===== src/design/mpdb_defs.svh =====
/*
 Constant definitions for the monitor power-down and balance control block.
 Assumes a 10 MHz core clock; included by bare name.
*/
`ifndef MPDB_DEFS_SVH
`define MPDB_DEFS_SVH

// Register indices
`define MPDB_ADDR_CONTROL 4'hd
`define MPDB_ADDR_ALERT 4'he
`define MPDB_ADDR_BALANCE 4'h1
`define MPDB_ADDR_PDTIMER 4'h2
`define MPDB_ADDR_STATUS 4'h3

// Control field positions
`define MPDB_CTL_CONV_HI 15
`define MPDB_CTL_CONV_LO 14
`define MPDB_CTL_RDBK_HI 13
`define MPDB_CTL_RDBK_LO 12
`define MPDB_CTL_SWPD 8
`define MPDB_CTL_ACQ_HI 6
`define MPDB_CTL_ACQ_LO 5
`define MPDB_CTL_TERM 3

// Alert field positions
`define MPDB_ALR_TEXC_HI 1
`define MPDB_ALR_TEXC_LO 0

// Delay timer field positions
`define MPDB_PDT_HI 4
`define MPDB_PDT_LO 0

// Reset values
`define MPDB_CONTROL_RST 16'h0000
`define MPDB_ALERT_RST 16'h0000
`define MPDB_BALANCE_RST 6'h00
`define MPDB_PDTIMER_RST 5'h00

// Timing
`define MPDB_CLK_HZ 10000000
`define MPDB_MINUTE_S 60
`define MPDB_MINUTE_CYC (`MPDB_CLK_HZ * `MPDB_MINUTE_S)
`define MPDB_ACQ_STEP_NS 400
`define MPDB_CLK_NS 100

`endif


===== src/design/mpdb_pkg.sv =====
/*
 Types for the monitor power-down and balance control block.
 Assumes mpdb_defs.svh is compiled alongside.
*/
package mpdb_pkg;
  typedef enum logic [1:0] {
    MPDB_RUN = 2'b00,
    MPDB_DELAY = 2'b01,
    MPDB_SW_DOWN = 2'b10,
    MPDB_FULL_DOWN = 2'b11
  } mpdb_pwr_e;

  typedef enum logic [1:0] {
    MPDB_CONV_ALL = 2'b00,
    MPDB_CONV_ODD = 2'b01,
    MPDB_CONV_VOLT = 2'b10,
    MPDB_CONV_SELF = 2'b11
  } mpdb_conv_e;

  typedef struct packed {
    logic [5:0] volt_en;
    logic [5:0] temp_en;
    logic [5:0] temp_alert_en;
    logic self_test;
    logic [3:0] conv_count;
    logic [5:0] acq_cycles;
    logic term_en;
  } mpdb_conv_cfg_s;

  typedef struct packed {
    logic [3:0] addr;
    logic [15:0] wdata;
    logic wr;
    logic rd;
  } mpdb_bus_s;
endpackage


===== src/design/mpdb_conv_decode.sv =====
/*
 Decodes control and alert fields into conversion configuration.
 Purely combinational; feeds registered state in the main module.
*/
`timescale 1ns/1ps
`include "mpdb_defs.svh"

module mpdb_conv_decode (
  input wire logic [15:0] control,
  input wire logic [15:0] alert,
  output mpdb_pkg::mpdb_conv_cfg_s cfg
);
  mpdb_pkg::mpdb_conv_e sel;
  logic [1:0] acq;
  logic [1:0] texc;

  always_comb begin
    sel = mpdb_pkg::mpdb_conv_e'(
      control[`MPDB_CTL_CONV_HI:`MPDB_CTL_CONV_LO]);
    acq = control[`MPDB_CTL_ACQ_HI:`MPDB_CTL_ACQ_LO];
    texc = alert[`MPDB_ALR_TEXC_HI:`MPDB_ALR_TEXC_LO];
    cfg = '0;
    cfg.volt_en = 6'h3f;
    case (sel)
      mpdb_pkg::MPDB_CONV_ALL: begin
        cfg.temp_en = 6'h3f;
        cfg.conv_count = 4'hc;
      end
      mpdb_pkg::MPDB_CONV_ODD: begin
        cfg.temp_en = 6'h15;
        cfg.conv_count = 4'h9;
      end
      mpdb_pkg::MPDB_CONV_VOLT: begin
        cfg.conv_count = 4'h6;
      end
      mpdb_pkg::MPDB_CONV_SELF: begin
        cfg.volt_en = 6'h00;
        cfg.self_test = 1'b1;
        cfg.conv_count = 4'h1;
      end
      default: begin
        cfg.conv_count = 4'h0;
      end
    endcase
    // Acquisition is (field+1) steps of 400 ns in core clocks
    cfg.acq_cycles = 6'((32'(acq) + 32'h1) * `MPDB_ACQ_STEP_NS
      / `MPDB_CLK_NS);
    cfg.temp_alert_en = cfg.temp_en;
    case (texc)
      2'b01: cfg.temp_alert_en = cfg.temp_en & 6'h2f;
      2'b10: cfg.temp_alert_en = cfg.temp_en & 6'h2b;
      default: cfg.temp_alert_en = cfg.temp_en;
    endcase
    cfg.term_en = control[`MPDB_CTL_TERM];
  end
endmodule


===== src/design/mpdb_minute_tick.sv =====
/*
 Minute tick generator: one-cycle pulse once per minute of core_clk.
 Assumes clear is held while the delay is not running.
*/
`timescale 1ns/1ps
`include "mpdb_defs.svh"

module mpdb_minute_tick #(
  parameter int unsigned CYCLES = `MPDB_MINUTE_CYC
) (
  input wire logic core_clk,
  input wire logic rst_n,
  input wire logic clear,
  output logic tick
);
  typedef struct packed {
    logic [29:0] cnt;
    logic tick;
  } mpdb_tick_s;

  mpdb_tick_s st;
  mpdb_tick_s next_st;

  always_comb begin
    next_st = st;
    next_st.tick = 1'b0;
    if (clear) begin
      next_st.cnt = '0;
    end else if (st.cnt == 30'(CYCLES - 1)) begin
      next_st.cnt = '0;
      next_st.tick = 1'b1;
    end else begin
      next_st.cnt = st.cnt + 30'h1;
    end
  end

  always_ff @(posedge core_clk or negedge rst_n) begin
    if (!rst_n) begin
      st <= '0;
    end else begin
      st <= next_st;
    end
  end

  assign tick = st.tick;
endmodule


===== src/design/mpdb_power_ctrl.sv =====
/*
 Power-down sequencing, delay timer and cell-balance gate control.
 Assumes a synchronous register port and synchronous pin inputs.
*/
`timescale 1ns/1ps
`include "mpdb_defs.svh"

// Functional notes
// All six voltage channels are converted on every request; self-test mode (11) clears volt_en instead.
// Host discards results of voltage channels it does not use.
// Host sets alert exclusions so shorted channels raise no alert.
// Control D15:D14 selects how many temperature channels convert.
// 00 all, 01 temps 1/3/5, 10 voltages only, 11 self-test.
// Control D13:D12 sets how many results are offered for readback.
// Host writes D15,D13 zero and D14,D12 one for few temps.
// Alert D1:D0 drops temp five, or five and three, from faults.
// Host sets control D3 when shared thermistor termination used.
// Host enables termination only with 1.6 us acquisition.
// D6:D5 selects 400/800/1200/1600 ns acquisition; reset 400 ns.
// Falling edge on power-down pin gives full power-down.
// Writing one to control D8 requests software power-down.
// Software power-down keeps regulator and daisy chain alive.
// Delay timer programmable 0 to 31 minutes, one-minute steps.
// Pin edge or D8 starts the timer; power-down at expiry.
// Host loads the delay before triggering power-down.
// Delay register resets to zero, making power-down immediate.
// Host waits 5 ms after full power-down before converting.
// Six balance gate outputs follow cell-balance register bits.
// Cell-balance register resets to zero, all gates off.
// Zero delay turns gates off at once; else at expiry.
// Timer counts minute ticks and requests power-down at match.
module mpdb_power_ctrl #(
  parameter int unsigned MINUTE_CYCLES = `MPDB_MINUTE_CYC,
  parameter int unsigned CELLS = 6
) (
  input wire logic core_clk,
  input wire logic rst_n,
  input wire logic [3:0] reg_addr,
  input wire logic [15:0] reg_wdata,
  input wire logic reg_wr,
  input wire logic reg_rd,
  output logic [15:0] reg_rdata,
  input wire logic power_down_pin_n,
  output logic [CELLS-1:0] balance_gate_output,
  output logic analog_enable,
  output logic digital_enable,
  output logic regulator_enable,
  output logic chain_enable,
  output logic thermistor_termination_input_en,
  output logic [1:0] readback_select,
  output mpdb_pkg::mpdb_conv_cfg_s conv_cfg
);
  typedef struct packed {
    logic [15:0] control;
    logic [15:0] alert;
    logic [CELLS-1:0] balance;
    logic [4:0] shutdown_delay_timer;
    logic [4:0] minutes;
    mpdb_pkg::mpdb_pwr_e pwr;
    logic full_req;
    logic pin_q;
    logic [15:0] rdata;
    mpdb_pkg::mpdb_conv_cfg_s cfg;
  } mpdb_state_s;

  mpdb_state_s st;
  mpdb_state_s next_st;
  mpdb_pkg::mpdb_conv_cfg_s dec_cfg;
  logic tick;
  logic timer_clear;
  logic pin_fall;
  logic swpd_set;
  logic trigger;

  ////////////////////////////////////////////////////////////////////////
  mpdb_conv_decode u_decode (
    .control(st.control),
    .alert(st.alert),
    .cfg(dec_cfg)
  );

  assign timer_clear = (st.pwr != mpdb_pkg::MPDB_DELAY);

  mpdb_minute_tick #(
    .CYCLES(MINUTE_CYCLES)
  ) u_tick (
    .core_clk(core_clk),
    .rst_n(rst_n),
    .clear(timer_clear),
    .tick(tick)
  );

  ////////////////////////////////////////////////////////////////////////
  assign pin_fall = st.pin_q & ~power_down_pin_n;
  assign swpd_set = reg_wr && (reg_addr == `MPDB_ADDR_CONTROL) &&
    reg_wdata[`MPDB_CTL_SWPD] && !st.control[`MPDB_CTL_SWPD];
  assign trigger = pin_fall | swpd_set;

  always_comb begin
    next_st = st;
    next_st.pin_q = power_down_pin_n;
    next_st.cfg = dec_cfg;
    next_st.rdata = 16'h0000;
    if (reg_wr) begin
      case (reg_addr)
        `MPDB_ADDR_CONTROL: next_st.control = reg_wdata;
        `MPDB_ADDR_ALERT: next_st.alert = reg_wdata;
        `MPDB_ADDR_BALANCE: next_st.balance = reg_wdata[CELLS-1:0];
        `MPDB_ADDR_PDTIMER:
          next_st.shutdown_delay_timer =
            reg_wdata[`MPDB_PDT_HI:`MPDB_PDT_LO];
        default: next_st.control = st.control;
      endcase
    end
    if (reg_rd) begin
      case (reg_addr)
        `MPDB_ADDR_CONTROL: next_st.rdata = st.control;
        `MPDB_ADDR_ALERT: next_st.rdata = st.alert;
        `MPDB_ADDR_BALANCE: next_st.rdata = 16'(st.balance);
        `MPDB_ADDR_PDTIMER: next_st.rdata = 16'(st.shutdown_delay_timer);
        `MPDB_ADDR_STATUS: next_st.rdata = {8'h00, st.minutes,
          st.full_req, st.pwr};
        default: next_st.rdata = 16'h0000;
      endcase
    end
    case (st.pwr)
      mpdb_pkg::MPDB_RUN: begin
        if (trigger) begin
          next_st.full_req = pin_fall;
          next_st.minutes = 5'h00;
          if (st.shutdown_delay_timer == `MPDB_PDTIMER_RST) begin
            next_st.balance = '0;
            next_st.pwr = pin_fall ? mpdb_pkg::MPDB_FULL_DOWN
              : mpdb_pkg::MPDB_SW_DOWN;
          end else begin
            next_st.pwr = mpdb_pkg::MPDB_DELAY;
          end
        end
      end
      mpdb_pkg::MPDB_DELAY: begin
        if (pin_fall) begin
          next_st.full_req = 1'b1;
        end
        if (tick) begin
          next_st.minutes = st.minutes + 5'h01;
        end
        if (tick && (st.minutes + 5'h01 == st.shutdown_delay_timer)) begin
          next_st.balance = '0;
          next_st.pwr = (st.full_req || pin_fall) ?
            mpdb_pkg::MPDB_FULL_DOWN : mpdb_pkg::MPDB_SW_DOWN;
        end
      end
      mpdb_pkg::MPDB_SW_DOWN: begin
        // Wake by clearing the power-down bit over the chain
        if (reg_wr && reg_addr == `MPDB_ADDR_CONTROL &&
            !reg_wdata[`MPDB_CTL_SWPD]) begin
          next_st.pwr = mpdb_pkg::MPDB_RUN;
        end else if (pin_fall) begin
          next_st.pwr = mpdb_pkg::MPDB_FULL_DOWN;
        end
      end
      mpdb_pkg::MPDB_FULL_DOWN: begin
        // Only a pin release brings the part back
        if (power_down_pin_n && st.pin_q) begin
          next_st.pwr = mpdb_pkg::MPDB_RUN;
          next_st.full_req = 1'b0;
        end
      end
      default: next_st.pwr = mpdb_pkg::MPDB_RUN;
    endcase
    if (next_st.pwr == mpdb_pkg::MPDB_SW_DOWN ||
        next_st.pwr == mpdb_pkg::MPDB_FULL_DOWN) begin
      next_st.balance = '0;
    end
  end

  always_ff @(posedge core_clk or negedge rst_n) begin
    if (!rst_n) begin
      st.control <= `MPDB_CONTROL_RST;
      st.alert <= `MPDB_ALERT_RST;
      st.balance <= '0;
      st.shutdown_delay_timer <= `MPDB_PDTIMER_RST;
      st.minutes <= 5'h00;
      st.pwr <= mpdb_pkg::MPDB_RUN;
      st.full_req <= 1'b0;
      st.pin_q <= 1'b1;
      st.rdata <= 16'h0000;
      st.cfg <= '0;
    end else begin
      st <= next_st;
    end
  end

  ////////////////////////////////////////////////////////////////////////
  assign reg_rdata = st.rdata;
  assign balance_gate_output = st.balance;
  assign analog_enable = (st.pwr == mpdb_pkg::MPDB_RUN) ||
    (st.pwr == mpdb_pkg::MPDB_DELAY);
  assign digital_enable = analog_enable;
  // Regulator and chain stay up in software power-down for wake-up
  assign regulator_enable = (st.pwr != mpdb_pkg::MPDB_FULL_DOWN);
  assign chain_enable = regulator_enable;
  assign thermistor_termination_input_en = st.cfg.term_en;
  assign readback_select =
    st.control[`MPDB_CTL_RDBK_HI:`MPDB_CTL_RDBK_LO];
  assign conv_cfg = st.cfg;
endmodule


===== config.mk =====
export PLATFORM = sky130hd
export DESIGN_NAME = mpdb_power_ctrl
export DESIGN_NICKNAME = d
export VERILOG_FILES = /design/src/design/mpdb_pkg.sv /design/src/design/mpdb_conv_decode.sv /design/src/design/mpdb_minute_tick.sv /design/src/design/mpdb_power_ctrl.sv
export VERILOG_INCLUDE_DIRS = /design/src /design/src/design
export SDC_FILE = /design/constraint.sdc
export NUM_CORES = 1
export LEC_CHECK = 0
export BUFFER_PORTS_ARGS = -buffer_cell sky130_fd_sc_hd__buf_2
export CORE_ASPECT_RATIO = 1.4
export CORE_MARGIN = 5
export CORE_UTILIZATION = 40
export CTS_CLUSTER_DIAMETER = 40
export DETAILED_ROUTE_END_ITERATION = 12
export PLACE_DENSITY_LB_ADDON = 0.05
export SYNTH_ARGS = -nofsm -noshare
export SYNTH_HDL_FRONTEND = slang
export SYNTH_SLANG_ARGS = --single-unit

===== constraint.sdc =====
create_clock -name core_clk -period 6.3 [get_ports core_clk]
set_clock_uncertainty 0.05 [all_clocks]
set_input_delay 0.945 -clock core_clk [delete_from_list [all_inputs] [get_ports core_clk]]
set_output_delay 0.945 -clock core_clk [all_outputs]
set_load 0.03 [all_outputs]

== Word level (Yosys, flattened, before mapping) ==
Index checks and enable logic that the tools add are counted.
W data, S select, Z words.

* Multiply operators: 1
* Divide/modulo/power cells: 1
* Reduce and logical (&&, ||, !) cells: 21
* Multiplexer cells: 32
* Eq/ne operators: 23
* Add/sub/neg operators: 3
* Bitwise logic cells: 3

{| class="wikitable"
|+ Operators with widths
! operator !! count
|-
| $pmux W16 S5 || 1
|-
| $mux W30 || 2
|-
| $mux W6 || 6
|-
| $div A32 B7 Y32 const B || 1
|-
| $mul A32 B5 Y28 const B || 1
|-
| $add A30 B1 Y30 const B || 1
|-
| $eq A30 B30 Y1 const B || 1
|-
| $pmux W6 S2 || 2
|-
| $pmux W5 S2 || 2
|-
| $mux W16 || 1
|-
| $pmux W4 S4 || 1
|-
| $eq A2 B2 Y1 const B || 7
|-
| $mux W11 || 1
|-
| $mux W5 || 2
|-
| $eq A4 B2 Y1 const B || 2
|-
| $eq A4 B4 Y1 const B || 2
|-
| $mux W2 || 4
|-
| $mux W8 || 1
|-
| $ne A2 B2 Y1 const B || 4
|-
| $pmux W2 S4 || 1
|-
| $eq A2 B1 Y1 const B || 3
|-
| $logic_and A1 B1 Y1 || 6
|-
| $mux W1 || 6
|-
| $reduce_and A2 Y1 || 3
|-
| other kinds (18) || 23
|}

* Logic and storage cells: 102
* Flip-flop bits (word level): 129
* Output and inout port bits: 59

== Depth between registers and ports, before layout ==
* Depth in word-level cells: 10
* Gate-level depth with buffers: 20
* Depth with buffers taken out: 18

== Cells and area by module ==
A second synthesis with hierarchy kept.

* Cell total of the unflattened synthesis: 662
* Area, all modules: 6955.4 sq um

{| class="wikitable"
|+ By module, submodules not included
! module !! area each (sq um) !! seq. area each (sq um) !! instances !! cells an instance
|-
| mpdb_power_ctrl || 4234.1 || 2453.6 || 1 || 335
|-
| mpdb_minute_tick || 1706.6 || 775.7 || 1 || 185
|-
| mpdb_conv_decode || 1014.7 || 0.0 || 1 || 142
|}

== Worst setup path before layout ==
No wires, ideal clock.

* Kind: reg2reg
* Start: register, netlist name st[87]
* End: register st, in the netlist conv_cfg[1]
* Slack: 2065 ps
* Clock period less this slack: 4235 ps
* Cell stages (with the launch flop): 20
* Data arrival time: 4061 ps
* Library setup time: 124 ps
* Path through: dfrtp_1 buf_2 inv_1 ha_1 buf_2 a21o_1 ha_1 nor2b_1 a21bo_2 nand3_1 or3_1 buf_6 inv_1 ha_1 nand2_1 nand2_1 a221oi_1 o21ai_1 or4_1 a211o_1

{| class="wikitable"
|+ RTL lines
! what !! RTL line !! source
|-
| end signal: assignment || mpdb_power_ctrl.sv:190 || <nowiki>st <= next_st;</nowiki>
|-
| end: declaration || mpdb_power_ctrl.sv:66 || <nowiki>mpdb_state_s st;</nowiki>
|}

==> impl_metrics.toml <==
[status]
status = "finished, final reports clean"

[synth]
syn_nets = 639
async_reset_ff_frac = 1.000
synth_edf_count = 0
synth_warnings = 0
synth-main-ff-cell = "dfrtp_1"
yosys_register_bits = 115
syn_avg_cell_area_um2 = 10.16
ys_seq_area_frac = 0.4738
netlist_instances = 598
synth_top_area_frac = 0.4695
synth_common_cells = "dfrtp_1 (114), nor2_1 (67), buf_4 (56), nand2_1 (51), mux2_2 (42)"
ys_types = 57
synthesis.area_um2 = 6076
yosysTopAreaCell = "dfrtp_1"
ys_top_cells_by_area = "dfrtp_1 (47%), mux2_2 (7.8%), buf_4 (6.9%), nor2_1 (4.1%), ha_1 (3.3%)"
yosysMostFrequentCell = "dfrtp_1"

[pwr]
power_density_nw_per_um2 = 401.4
peakVddDrop_mv = 0.1782
finalPower_uw = 2774
cellLeakagePower_uw = 0.003109

[clock_tree]
cts_tree = "built"
cts_made_buffers = 17
cts_hold_buf = 0
clk_pin_slew_ps = 60
clock_latency_ps = 410
post_cts_resized = 0
clockBufferDepth = 2
cts_setup_buffers = 0
cts_max_level = 4
cts_sinks = 115
cts_root_buffer = "clkbuf_16"

[timing]
rsz0062_at_grt = "false"
slew_headroom = 0.3732
max_freq_ghz = 0.2064
worst_slew_pin_slew_ps = 938.0
hold_viol = 0
setup_tns_ps = 0
finalSetupViolCount = 0
finalMaxSlewViolations = 0
fin_crit_sh = 0.7691
finalCriticalPeriod_ps = 4845
whs_ps = 377.4

[routing]
dr_total_vias = 4349
antenna_left = 0
drtIter0Drc = 247
post_drt_wl_per_cell_um = 17.07
drc_errors = 0
wl_um = 14230
drtPass1Iterations = 4
avgViaCountPerCell = 5.215

[worst_setup_path]
critPathLaunchType = "flop"
r2r-end = "conv_cfg[1]$_DFF_PN0_"
reg2reg_depth = 16
critPathCaptureType = "flop"
r2r_start = "st[87]$_DFFE_PN0P_"
worst_ep_required_time_ps = 6540
crit_type = "reg -> reg"
rrSetupSlack_ps = 1450
crit_arrival_ps = 5080
worst-path-max-fanout = 14

[placement]
io_buffers = 83
dp.cells = 802
dp_hpwl_um = 10250
gp_congestion = 0.8416

[die]
initial_core_util = 0.4054
core_um2 = 14990
core.rowCount = 53
ios = 84
die_area_um2 = 17790
fp.dieW_um = 114.2
die-height_um = 155.8

[min_path]
whs_path_depth = 0
hold_class = "reg -> reg"
min_to = "thermistor_termination_input_en$_DFF_PN0_"
hold_path_startpoint = "st[85]$_DFFE_PN0P_"

[job]
maxCapViolCount = 0

[finish]
area_growth_pct = 13.74
fin_nets = 670
n_fill_cell = 1470
layout.cells.non_filler = 834
antenna_cells = 0
drive_above_1_share = 0.2695

[grt]
antenna_found_initial = 0
grt.overflow.total = 0
grt_pass1_wl_um = 23740
grt_pass1_vias = 4564
track_usage = 0.1697
grt_start_max_net_pins = 72
-- worst max-delay path: stages (launching register included) --
cell and delay, ps:
dfrtp_1 640, inv_1 270, ha_1 540, a21o_1 260, ha_1 290, nor2b_1 110
a21bo_2 150, nand3_1 110, or3_1 470, inv_1 100, ha_1 300, nand2_1 120
nand2_1 110, a221oi_1 310, o21ai_1 90, or4_1 480, a211o_1 290
-- per-layer routing --
| layer | global-route usage | wire length [µm] | vias up |
|---|---|---|---|
| met2 | 0.3057 | 7900 | 92 |
| met5 | 0 | 0 | - |
| met3 | 0.03492 | 546 | 13 |
| met1 | 0.1958 | 5566 | 2157 |
| li1 | - | - | 2087 |
| met4 | 0.06565 | 221 | 0 |
-- metrics by stage --
step	cell area, µm²	util	setup WS (ps)
after floorplan	6076	-	2065
after global placement	6270	0.4184	1604
after detailed placement	6270	0.4184	1487
after CTS	6910	0.4611	1475
after global routing	6910	0.4611	1060
final	6910	0.4611	1455
-- registers in the layout, summed over array words and instances, names as in the netlist --
| signal | count |
|---|---|
| u_tick.st | 30 |
| st | 44 |
| u_tick.tick | 1 |
| readback_select | 2 |
| reg_rdata | 16 |
| conv_cfg | 15 |
| balance_gate_output | 6 |
| thermistor_termination_input_en | 1 |
-- layout make-up --
type | count | area, µm² | area share
Sequential cell | 115 | 2879 | 0.4166
Multi-Input combinational cell | 391 | 2635 | 0.3813
Timing Repair Buffer | 88 | 455.4 | 0.06591
Clock buffer | 18 | 439.2 | 0.06355
Tap cell | 192 | 240.2 | 0.03476
Clock inverter | 14 | 201.4 | 0.02915
Inverter | 16 | 60.06 | 0.008691
-- cells in the final DEF, fill, tap and decap left out, types with 9 or more instances in the layout --
| cell | synthesis | routed |
|---|---|---|
| dfrtp_1 | 114 | 114 |
| buf_2 | 4 | 82 |
| nor2_1 | 67 | 67 |
| nand2_1 | 51 | 51 |
| mux2_2 | 42 | 42 |
| nand3_1 | 26 | 26 |
| a21oi_1 | 22 | 22 |
| xor2_1 | 22 | 22 |
| o21ai_0 | 18 | 18 |
| a22oi_1 | 18 | 18 |
| xnor2_1 | 17 | 17 |
| clkbuf_16 | 0 | 17 |
| ha_1 | 16 | 16 |
| inv_1 | 15 | 15 |
| nand4_1 | 9 | 9 |
-- cells by family (layout without fill, tap and decap cells) --
family | count (synthesis) | after routing | share of synthesized area
XOR/XNOR | 39 | 39 | 0.05622
adder cells (fa/ha/maj) | 16 | 16 | 0.03295
buffers and inverters | 92 | 136 | 0.09349
flip-flops | 115 | 115 | 0.4738
AND/OR/NAND/NOR | 204 | 204 | 0.1662
AO/OA/AOI/OAI | 88 | 88 | 0.09617
multiplexers | 44 | 44 | 0.08114
-- report_power, final --
part           internal, µW  switching (µW)  leakage [µW]
combinational           276             502       0.00131
sequential              852             107       0.00150
clock                   678             360      0.000307
-- how the worst max path moves through the flow --
stage / start / end / cells past startpoint
floorplan: st[87]$_DFFE_PN0P_ / conv_cfg[1]$_DFF_PN0_ / 19
global placement: st[87]$_DFFE_PN0P_ / conv_cfg[1]$_DFF_PN0_ / 16
detailed placement: st[87]$_DFFE_PN0P_ / conv_cfg[1]$_DFF_PN0_ / 16
CTS: st[87]$_DFFE_PN0P_ / conv_cfg[1]$_DFF_PN0_ / 16
global route: st[87]$_DFFE_PN0P_ / conv_cfg[1]$_DFF_PN0_ / 16
finish: st[87]$_DFFE_PN0P_ / conv_cfg[1]$_DFF_PN0_ / 16
(Power assumes the default switching activity.)
